[src/pkg/flash_erase_pkg.sv]
// constants and carrier types for the flash erase and status controller
// assumes one system clock; the flash array is reached by a simple strobe port
package flash_erase_pkg;
   localparam int ADDR_W           = 32;
   localparam int SECTOR_SHIFT     = 12;                 // 4KB sector
   localparam int SECTORS_PER_BANK = 32;
   localparam int INFO_SECTORS     = 2;
   localparam int WAIT_W           = 4;
   localparam int ERASE_TIME_NS    = 400;
   localparam int CLK_PERIOD_NS    = 4;
   localparam int ERASE_CYCLES     = (ERASE_TIME_NS + CLK_PERIOD_NS - 1) / CLK_PERIOD_NS;
   localparam logic [7:0] FLAGS_RESET = 8'h00;
   localparam logic [7:0] ENABLE_RESET = 8'h00;
   localparam logic [3:0] WAIT_RESET  = 4'h0;
   localparam int BIT_PROG_ERR = 0;
   localparam int BIT_BENCH    = 1;
   localparam int BIT_ERASE    = 2;
   localparam int BIT_BURST_WR = 3;
   localparam int BIT_WORD_WR  = 4;
   localparam int BIT_AFTER    = 5;
   localparam int BIT_BEFORE   = 6;
   localparam int BIT_CMP      = 7;

   typedef enum logic [2:0] {
      normal_read_setting, low_margin_read_setting, high_margin_read_setting,
      prog_check_read_setting, erase_check_read_setting, leak_check_read_setting,
      low_margin_alt_read_setting, high_margin_alt_read_setting
   } read_mode_t;

   // bank index: 0 first_bank, 1 second_bank
   typedef struct packed {
      read_mode_t        mode;
      logic [WAIT_W-1:0] wait_states;
   } bank_cfg_t;

   // one erase command from the core
   typedef struct packed {
      logic              start_sector;
      logic              start_mass;
      logic              info_region;
      logic [ADDR_W-1:0] addr;
   } erase_req_t;

   // strobe toward the array; one sector at a time
   typedef struct packed {
      logic       go;
      logic       info_region;
      logic       bank;
      logic [4:0] sector;
   } array_cmd_t;
endpackage

[src/hdl/flash_erase_ctrl.sv]
// flash erase sequencer with sticky event flags, enables and per-bank settings
// assumes the array acks each sector erase with a one-cycle done pulse
// Summary of operation
// - erase in whole 4KB sectors only, never smaller
// - unaligned sector address erases the whole containing sector
// - sector erase accepted for main and information regions
// - eight raw event flags in the status word
// - masked status is raw flags ANDed with enables
// - each bank holds a readable eight-way read mode
// - each bank holds its own readable wait-state count
// - mass erase runs alone and sets erase-complete at end
// - per-sector protection state readable
// - only enabled flags drive the interrupt line
// - mass erase skips protected sectors
`timescale 1ns/10ps
`default_nettype none
module flash_erase_ctrl
   import flash_erase_pkg::*;
(
   input  wire logic                                  clk,
   input  wire logic                                  rstn,
   input  wire flash_erase_pkg::erase_req_t           req,
   input  wire logic [7:0]                            flag_clear,
   input  wire logic [7:0]                            side_events,
   input  wire logic [7:0]                            enable_wdata,
   input  wire logic                                  enable_we,
   input  wire logic                                  cfg_we,
   input  wire logic                                  cfg_bank,
   input  wire flash_erase_pkg::bank_cfg_t            cfg_wdata,
   input  wire logic [2*SECTORS_PER_BANK-1:0]         main_protect,
   input  wire logic [INFO_SECTORS-1:0]               info_protect,
   input  wire logic                                  array_done,
   output logic                                       busy,
   output logic [1:0]                                 bank_busy,
   output logic [7:0]                                 raw_flags,
   output logic [7:0]                                 masked_flags,
   output logic [7:0]                                 enables,
   output logic                                       irq,
   output flash_erase_pkg::bank_cfg_t                 bank0_cfg,
   output flash_erase_pkg::bank_cfg_t                 bank1_cfg,
   output logic [2*SECTORS_PER_BANK-1:0]              main_protect_q,
   output logic [INFO_SECTORS-1:0]                    info_protect_q,
   output flash_erase_pkg::array_cmd_t                array_cmd
);
   import flash_erase_pkg::*;

   typedef enum logic [1:0] {st_idle, st_issue, st_wait} state_t;

   typedef struct packed {
      state_t                         st;
      logic                           mass;
      logic                           info;
      logic [5:0]                     idx;
      logic [7:0]                     flags;
      logic [7:0]                     en;
      bank_cfg_t                      b0;
      bank_cfg_t                      b1;
      logic [2*SECTORS_PER_BANK-1:0]  mprot;
      logic [INFO_SECTORS-1:0]        iprot;
      array_cmd_t                     cmd;
      logic                           irq;
      logic [7:0]                     masked;
      logic                           busy;
      logic [1:0]                     bbusy;
   } regs_t;

   regs_t s_r, s_nxt;

   function automatic logic is_protected(input logic info, input logic [5:0] idx,
                                         input logic [2*SECTORS_PER_BANK-1:0] mp,
                                         input logic [INFO_SECTORS-1:0] ip);
      if (info)
         return ip[idx[0]];
      return mp[idx];
   endfunction

   logic [7:0] ev;
   logic       last_idx;

   // protection inputs are re-timed here, so a change takes effect one cycle late
   always_comb begin
      s_nxt = s_r;
      // erase-complete only comes from the sequencer, never from the side port
      ev = side_events & ~(8'h01 << BIT_ERASE);
      s_nxt.cmd.go = 1'b0;
      s_nxt.mprot = main_protect;
      s_nxt.iprot = info_protect;
      last_idx = s_r.info ? (s_r.idx == 6'(INFO_SECTORS-1))
                          : (s_r.idx == 6'(2*SECTORS_PER_BANK-1));
      if (enable_we)
         s_nxt.en = enable_wdata;
      if (cfg_we && !cfg_bank)
         s_nxt.b0 = cfg_wdata;
      if (cfg_we && cfg_bank)
         s_nxt.b1 = cfg_wdata;
      unique case (s_r.st)
         st_idle: begin
            // mass wins when both starts arrive together
            if (req.start_mass) begin
               s_nxt.mass = 1'b1;
               s_nxt.info = 1'b0;
               s_nxt.idx  = 6'h00;
               s_nxt.st   = st_issue;
            end else if (req.start_sector) begin
               s_nxt.mass = 1'b0;
               s_nxt.info = req.info_region;
               // low 12 address bits dropped: whole sector only
               s_nxt.idx  = req.info_region ? 6'(req.addr[SECTOR_SHIFT])
                                            : req.addr[SECTOR_SHIFT +: 6];
               s_nxt.st   = st_issue;
            end
         end
         st_issue: begin
            if (is_protected(s_r.info, s_r.idx, s_r.mprot, s_r.iprot)) begin
               if (!s_r.mass)
                  ev[BIT_PROG_ERR] = 1'b1;
               if (!s_r.mass || (s_r.info && last_idx)) begin
                  ev[BIT_ERASE] = s_r.mass;
                  s_nxt.st = st_idle;
               end else if (last_idx) begin
                  s_nxt.info = 1'b1;
                  s_nxt.idx  = 6'h00;
               end else
                  s_nxt.idx = s_r.idx + 6'h01;
            end else begin
               s_nxt.cmd.go          = 1'b1;
               s_nxt.cmd.info_region = s_r.info;
               s_nxt.cmd.bank        = s_r.info ? 1'b0 : s_r.idx[5];
               s_nxt.cmd.sector      = s_r.info ? 5'(s_r.idx[0]) : s_r.idx[4:0];
               s_nxt.st              = st_wait;
            end
         end
         st_wait: begin
            if (array_done) begin
               if (!s_r.mass || (s_r.info && last_idx)) begin
                  ev[BIT_ERASE] = 1'b1;
                  s_nxt.st = st_idle;
               end else begin
                  if (last_idx) begin
                     s_nxt.info = 1'b1;
                     s_nxt.idx  = 6'h00;
                  end else
                     s_nxt.idx = s_r.idx + 6'h01;
                  s_nxt.st = st_issue;
               end
            end
         end
      endcase
      // set beats clear in the same cycle
      s_nxt.flags  = (s_r.flags & ~flag_clear) | ev;
      s_nxt.masked = s_nxt.flags & s_nxt.en;
      s_nxt.irq    = |(s_nxt.flags & s_nxt.en);
      // core keeps off an erasing bank itself; info sectors sit in the first bank
      s_nxt.busy   = (s_nxt.st != st_idle);
      if (s_nxt.st == st_idle)
         s_nxt.bbusy = 2'h0;
      else if (s_nxt.mass)
         s_nxt.bbusy = 2'h3;
      else if (s_nxt.info || !s_nxt.idx[5])
         s_nxt.bbusy = 2'h1;
      else
         s_nxt.bbusy = 2'h2;
   end

   always_ff @(posedge clk) begin
      if (!rstn) begin
         s_r       <= '0;
         s_r.st    <= st_idle;
         s_r.flags <= FLAGS_RESET;
         s_r.en    <= ENABLE_RESET;
         s_r.b0    <= '{mode: normal_read_setting, wait_states: WAIT_RESET};
         s_r.b1    <= '{mode: normal_read_setting, wait_states: WAIT_RESET};
      end else
         s_r <= s_nxt;
   end

   assign busy           = s_r.busy;
   assign bank_busy      = s_r.bbusy;
   assign raw_flags      = s_r.flags;
   assign masked_flags   = s_r.masked;
   assign enables        = s_r.en;
   assign irq            = s_r.irq;
   assign bank0_cfg      = s_r.b0;
   assign bank1_cfg      = s_r.b1;
   assign main_protect_q = s_r.mprot;
   assign info_protect_q = s_r.iprot;
   assign array_cmd      = s_r.cmd;

   AST_MASKED: assert property (@(posedge clk) disable iff (!rstn)
      masked_flags == (raw_flags & enables)) else $error("masked status wrong");
   AST_IRQ: assert property (@(posedge clk) disable iff (!rstn)
      irq == |(raw_flags & enables)) else $error("irq not gated by enables");
   AST_STICKY: assert property (@(posedge clk) disable iff (!rstn)
      (raw_flags[BIT_ERASE] && !flag_clear[BIT_ERASE]) |=> raw_flags[BIT_ERASE])
      else $error("flag dropped without clear");
   AST_PROT_ERR: assert property (@(posedge clk) disable iff (!rstn)
      (s_r.st == st_issue && !s_r.mass && is_protected(s_r.info, s_r.idx, s_r.mprot, s_r.iprot))
      |=> raw_flags[BIT_PROG_ERR] && !array_cmd.go) else $error("protected erase not refused");
   AST_MASS_SKIP: assert property (@(posedge clk) disable iff (!rstn)
      (s_r.st == st_issue && is_protected(s_r.info, s_r.idx, s_r.mprot, s_r.iprot))
      |=> !array_cmd.go) else $error("protected sector erased");
   AST_DONE: assert property (@(posedge clk) disable iff (!rstn)
      (s_r.st == st_wait && array_done && (!s_r.mass || (s_r.info && last_idx)))
      |=> raw_flags[BIT_ERASE] && !busy) else $error("erase complete not flagged");
   AST_SECTOR: assert property (@(posedge clk) disable iff (!rstn)
      (s_r.st == st_idle && req.start_sector && !req.start_mass && !req.info_region)
      |=> s_r.idx == $past(req.addr[SECTOR_SHIFT +: 6])) else $error("wrong sector chosen");
   AST_CFG: assert property (@(posedge clk) disable iff (!rstn)
      (cfg_we && !cfg_bank) |=> bank0_cfg == $past(cfg_wdata)) else $error("bank cfg lost");
   AST_ONE_GO: assert property (@(posedge clk) disable iff (!rstn)
      array_cmd.go |=> !array_cmd.go) else $error("sector strobe longer than one cycle");
   AST_BANK_MASS: assert property (@(posedge clk) disable iff (!rstn)
      (busy && s_r.mass) |-> bank_busy == 2'h3) else $error("mass erase not shown on both banks");
   COV_SECTOR: cover property (@(posedge clk) disable iff (!rstn) array_cmd.go && !s_r.mass);
   COV_MASS: cover property (@(posedge clk) disable iff (!rstn) s_r.mass && raw_flags[BIT_ERASE]);
   COV_PROT: cover property (@(posedge clk) disable iff (!rstn) raw_flags[BIT_PROG_ERR]);
   COV_INFO: cover property (@(posedge clk) disable iff (!rstn) array_cmd.go && array_cmd.info_region);
endmodule
`default_nettype wire

[config.mk]
export PLATFORM = sky130hd
export DESIGN_NAME = flash_erase_ctrl
export DESIGN_NICKNAME = d
export VERILOG_FILES = /design/src/pkg/flash_erase_pkg.sv /design/src/hdl/flash_erase_ctrl.sv
export SDC_FILE = /design/constraint.sdc
export NUM_CORES = 1
export LEC_CHECK = 0
export ABC_CLOCK_PERIOD_IN_PS = 3740
export BUFFER_PORTS_ARGS = -buffer_cell sky130_fd_sc_hd__buf_4
export CAP_MARGIN = 20
export CORE_ASPECT_RATIO = 0.8
export CORE_MARGIN = 5
export CORE_UTILIZATION = 35
export CTS_CLUSTER_DIAMETER = 60
export DETAILED_ROUTE_END_ITERATION = 7
export GPL_ROUTABILITY_DRIVEN = 0
export PLACE_DENSITY = 0.62
export SLEW_MARGIN = 20
export SYNTH_ARGS = -nofsm -noshare
export SYNTH_HDL_FRONTEND = slang
export SYNTH_SLANG_ARGS = --single-unit
[constraint.sdc]
create_clock -name clk -period 3.74 [get_ports clk]
set_input_delay 0.187 -clock clk [delete_from_list [all_inputs] [get_ports clk]]
set_output_delay 0.187 -clock clk [all_outputs]
set_load 0.01 [all_outputs]
### Word-level counts from Yosys, hierarchy flattened

Index checks and enable logic that the tools add are counted.

| operators by class | value |
|---|---|
| add/sub/neg operators | 1 |
| magnitude comparators | 2 |
| eq/ne operators | 7 |
| multiplexer cells | 39 |
| bitwise operators | 6 |
| reductions and logical operators | 16 |

Operators by type and width:

| operator | count |
|---|---|
| $mux 7 | 3 |
| $pmux 7 s3 | 1 |
| $mux 1 | 20 |
| $mux 10 | 2 |
| $and 8x8->8 | 2 |
| $mux 8 | 2 |
| $mux 6 | 2 |
| $mux 2 | 5 |
| $not 8->8 | 1 |
| $or 8x8->8 | 1 |
| $reduce_or 8->1 | 1 |
| $lt 6x7->1 const B | 1 |
| $add 6x1->6 const B | 1 |
| $bmux 1 s6 | 1 |
| $eq 6x1->1 const B | 1 |
| $eq 6x6->1 const B | 1 |
| $pmux 2 s3 | 1 |
| $mux 5 | 1 |
| $logic_not 2->1 | 2 |
| $ne 2x2->1 const B | 2 |
| $reduce_and 2->1 | 2 |
| $logic_and 1x1->1 | 3 |
| $logic_not 1->1 | 3 |
| $ne 3x3->1 const B | 1 |
| other kinds (9) | 11 |

| storage, ports and cells | value |
|---|---|
| flip-flop bits (word level) | 126 |
| input port bits | 138 |
| logic and storage cells | 92 |

### Depth between registers and ports, before layout

| depth | value |
|---|---|
| depth in word-level cells | 11 |
| mapped depth | 11 |

### Least setup slack after synthesis

OpenSTA, ideal clock, no wires.

| path | value |
|---|---|
| path kind | register to register |
| start point | register s_r[122] (netlist name) |
| end point | register s_r, in the netlist bank_busy[0] |
| data arrival time | 2324 ps |
| data required time | 3620 ps |
| setup slack | 1297 ps |
| cell stages (with the launch flop) | 11 |
| path buffers | 1 |
| cells stage by stage | dfxtp_1 clkbuf_1 inv_1 ha_1 nor4b_2 a31oi_1 a21oi_1 a21oi_1 a32o_1 or2_2 o31a_1 |

| between the ends | value |
|---|---|
| cells in the longest elaborated chain, start to end | 10 |

RTL lines:

| item | line | source |
|---|---|---|
| start, declared | flash_erase_ctrl.sv:67 | `regs_t s_r, s_nxt;` |
| start signal, assigned | flash_erase_ctrl.sv:174 | `s_r <= s_nxt;` |
| $mux 1, on equally long branches | flash_erase_ctrl.sv:72, flash_erase_ctrl.sv:88 |  |
| $mux 1 or $logic_and 1x1->1 (tied branches) | flash_erase_ctrl.sv:96, flash_erase_ctrl.sv:117, flash_erase_ctrl.sv:135 |  |
| $mux 1 or $logic_or 1x1->1 (tied branches) | flash_erase_ctrl.sv:74, flash_erase_ctrl.sv:117, flash_erase_ctrl.sv:135 |  |
| $mux 1 or $mux 7 (tied branches) | flash_erase_ctrl.sv:96, flash_erase_ctrl.sv:135 |  |
| $mux 7, on equally long branches | flash_erase_ctrl.sv:114, flash_erase_ctrl.sv:134 |  |
| $pmux 7 s3 | flash_erase_ctrl.sv:96 | `unique case (s_r.st)` |
| $logic_not 1->1 | flash_erase_ctrl.sv:159 | `else if (s_nxt.info \|\| !s_nxt.idx[5])` |
| $logic_or 1x1->1 | flash_erase_ctrl.sv:159 |  |
| $mux 2 | flash_erase_ctrl.sv:159 |  |
| $mux 2 | flash_erase_ctrl.sv:157 | `else if (s_nxt.mass)` |

Several ways; a longest one is shown, not always the timed one. The select of a mux whose other input is x is not followed.
A chain may end at the register's enable or synchronous reset.

### Worst setup path after layout

| path | value |
|---|---|
| start point | register s_r[118] (netlist name) |
| end point | register s_r, in the netlist bank_busy[0] |

| between the ends | value |
|---|---|
| cells in the longest elaborated chain, start to end | 11 |

RTL lines:

| item |
|---|
| branches (longest 11 deep; another with $mux 7) |

Parallel ways; which one is timed is not known. The select of a mux whose other input is x is not followed.

==> flow_metrics.tcl <==
set metrics [dict create \
    place_area_um2 6890 \
    via_count 4575 \
    cts_htree_levels 4 \
    p_leak_nw 3.63 \
    avgSynthCellArea_um2 9.96 \
    relSlewSlack_pct 39.4 \
    rsz0062_at_grt "no" \
    drive_gt1_share_pct 36.9 \
    wirelength_mm 16.3 \
    syn-num-nets 740 \
    clock-sinks 126 \
    maxSlewViolCount 0 \
    critPathMaxFanout 18 \
    design_area_um2 8200 \
    ir_worst_vdd_mv 0.317 \
    power_density_nw_per_um2 475 \
    hold_viol 0 \
    worstMarginPinSlew_ns 0.908 \
    async_flop_share_pct 0 \
    drtAntennaViolNets 0 \
    drt_iter0_markers 167 \
    top_level_ports 254 \
    synth_cell_types 56 \
    clk_pin_slew_worst_paths_ns 0.05 \
    synth_enable_flop_cells 0 \
    finalSetupViolCount 0 \
    final_nets 911 \
    cp-end-kind "flip-flop" \
    fin_tns_setup_ns 0 \
    yosys_warnings 0 \
    status "completed" \
    wl_per_cell_um 16.3 \
    netlist_instances 593 \
    synth_top_flop_cell "dfxtp_1" \
    numCtsBuffers 17 \
    cts_setup_buffers 0 \
    arrival_ns 3.31 \
    grt_max_degree 108 \
    clock.fmax_mhz 332 \
    tritoncts "built" \
    port_buffers 226 \
    drt_pass1_iterations 4 \
    critPathLaunchType "flip-flop" \
    maxCapViolCount 0 \
    worstSkewPairLatency_ns 0.41 \
    remaining_drc_errors 0 \
    dieArea_um2 19600 \
    grt_pass1_wl_mm 25.0 \
    grt_use_total_pct 16.3 \
    clk_path_buf_depth 2 \
    skew_ns 0.00913 \
    fp.dieW_um 155 \
    first_global_vias 4768 \
    cts-root-buf "clkbuf_16" \
    fp.coreArea_um2 16600 \
    crit_required_ns 4.04 \
    criticalPathCategory "reg2reg" \
    place_hpwl_mm 11.5 \
    num_rows 42 \
    synth_seq_area_share_pct 42.7 \
    area_delta_synth_final_pct 38.8 \
    hold_class "in2reg" \
    ys_ff_latch 126 \
    viasPerCell 4.58 \
    grt_overflow_total 0 \
    die_y_um 126 \
    netlist_area_um2 5910 \
    antenna_found_initial 0 \
    start_util_pct 35.7 \
    fin_crit_sh_pct 80.6 \
    fin_crit_ns 3.01 \
]
## kinds of logic (layout without fill, tap and decap cells)
family	after synthesis	in the layout	synth area share (%)
DFF	126	126	42.7
and+or+nand+nor	171	171	16.5
muxes	46	46	10.6
other	0	1	0
adders and majority gates	9	9	1.91
AOI/OAI and AO/OA	80	80	10.1
buffers and inverters	161	345	18.3
## cells in the final DEF (no fill, tap or decap), types with 4 or more instances in the layout
| cell type | netlist | routed |
|---|---|---|
| a21oi_1 | 16 | 16 |
| buf_4 | 116 | 227 |
| mux2i_1 | 28 | 28 |
| nand2_1 | 17 | 17 |
| clkbuf_8 | 0 | 4 |
| a22oi_1 | 7 | 7 |
| and2_1 | 74 | 74 |
| nor3b_1 | 4 | 4 |
| dlygate4sd3_1 | 0 | 68 |
| nor2b_1 | 27 | 27 |
| o21ai_0 | 8 | 8 |
| ha_1 | 9 | 9 |
| dfxtp_1 | 126 | 125 |
| nor3_1 | 6 | 6 |
| a31oi_1 | 7 | 7 |
| mux4_2 | 12 | 12 |
| nand3_1 | 11 | 11 |
| a21boi_0 | 7 | 7 |
| inv_1 | 17 | 17 |
| nor2_1 | 22 | 22 |
| a2bb2oi_1 | 4 | 4 |
| clkbuf_16 | 0 | 17 |
## power by group
group          switching, W  internal (W)  leakage, nW
sequential        0.0000815       0.00143         1.04
clock              0.000589       0.00112        0.299
combinational      0.000299      0.000373         2.29
total              0.000969       0.00292         3.63
## metrics by stage
stage / hold slack (ns) / worst slack (ns) / cells / total power [W] / utilization, %
3_5_place_dp: 0.397 / 0.710 / 897 / 0.00216 / 41.6
5_1_grt: 0.00936 / 0.569 / 997 / 0.00406 / 49.5
6_report: 0.0181 / 0.727 / 998 / 0.00389 / 49.5
2_1_floorplan: 0.314 / 1.30 / 593 / 0.00195 / -
3_3_place_gp: 0.394 / 0.823 / 897 / 0.00214 / 41.6
4_1_cts: 0.000630 / 0.696 / 997 / 0.00394 / 49.5
## sequential cells by signal, summed over array words and instances (netlist names), 2 cells and up
| register | flops |
|---|---|
| info_protect_q | 2 |
| s_r | 10 |
| masked_flags | 8 |
| main_protect_q | 64 |
| bank_busy | 2 |
| array_cmd | 8 |
| bank0_cfg | 7 |
| bank1_cfg | 7 |
| enables | 8 |
| raw_flags | 8 |
## cells in the mapped netlist (2+ instances only)
cell,number,area share (%)
dfxtp_1,126,43
a21oi_1,16,1.4
nand2b_1,3,0.32
nor2_1,22,1.4
a31oi_1,7,0.74
nand3_1,11,0.93
a32o_1,2,0.34
clkbuf_1,21,1.3
buf_6,2,0.38
mux2_4,2,0.51
buf_2,3,0.25
nand2_1,17,1.1
mux2_2,3,0.57
ha_1,9,1.9
nor3b_1,4,0.51
mux4_2,12,4.6
a22oi_1,7,0.89
o21ai_0,8,0.68
a21boi_0,7,0.89
mux2i_1,28,4.7
a221oi_2,2,0.51
o31ai_1,3,0.38
o22ai_1,3,0.32
a221oi_1,2,0.30
nor3_1,6,0.51
a21o_1,2,0.25
nor2b_1,27,2.9
buf_4,116,15
o31a_1,3,0.44
a2bb2oi_1,4,0.59
inv_1,17,1.1
and2_1,74,7.8
## layer usage
layer / routed length [µm] / track usage [%] / vias to the layer above
met5: 0 / 0 / -
met4: 240 / 5.61 / 0
met3: 1610 / 6.34 / 23
met2: 7650 / 27.0 / 200
met1: 6750 / 19.3 / 2120
li1: - / - / 2232
## area by class of cell
| class | instances | area, µm² |
|---|---|---|
| well taps | 220 | 275 |
| inverters | 17 | 63.8 |
| repair buffers | 296 | 2400 |
| flip-flops and latches | 126 | 2520 |
| fillers | 1484 | 8360 |
| multi-input cells | 306 | 2310 |
| clock inverters | 9 | 133 |
| diodes | 1 | 2.50 |
| clock buffers | 23 | 488 |
## final timing paths
kind                                  startpoint                  to  slack, ns  cells past startpoint
worst max-delay path                    s_r[118]        bank_busy[0]       0.73                      8
worst min-delay path            main_protect[49]  main_protect_q[49]       0.02                      2
worst max register to register          s_r[118]        bank_busy[0]       0.73                      8
worst min register to register      bank1_cfg[0]        bank1_cfg[0]       0.47                      2
## repair_timing
action                                  in CTS  in global routing
endpoints found under the setup margin       0                  0
hold buffers                                68                  0
endpoints found under the hold margin       68                  0
gates resized for setup                      0                  0
## worst max-delay path: stages, from the launching register on
cell and delay (ns):
dfxtp_1 0.91, ha_1 0.37, nor4b_2 0.25, a31oi_1 0.30
mux2_2 0.38, nand3_1 0.08, o211ai_1 0.15, or2_2 0.35
o31a_1 0.11
(Power assumes the default switching activity.)
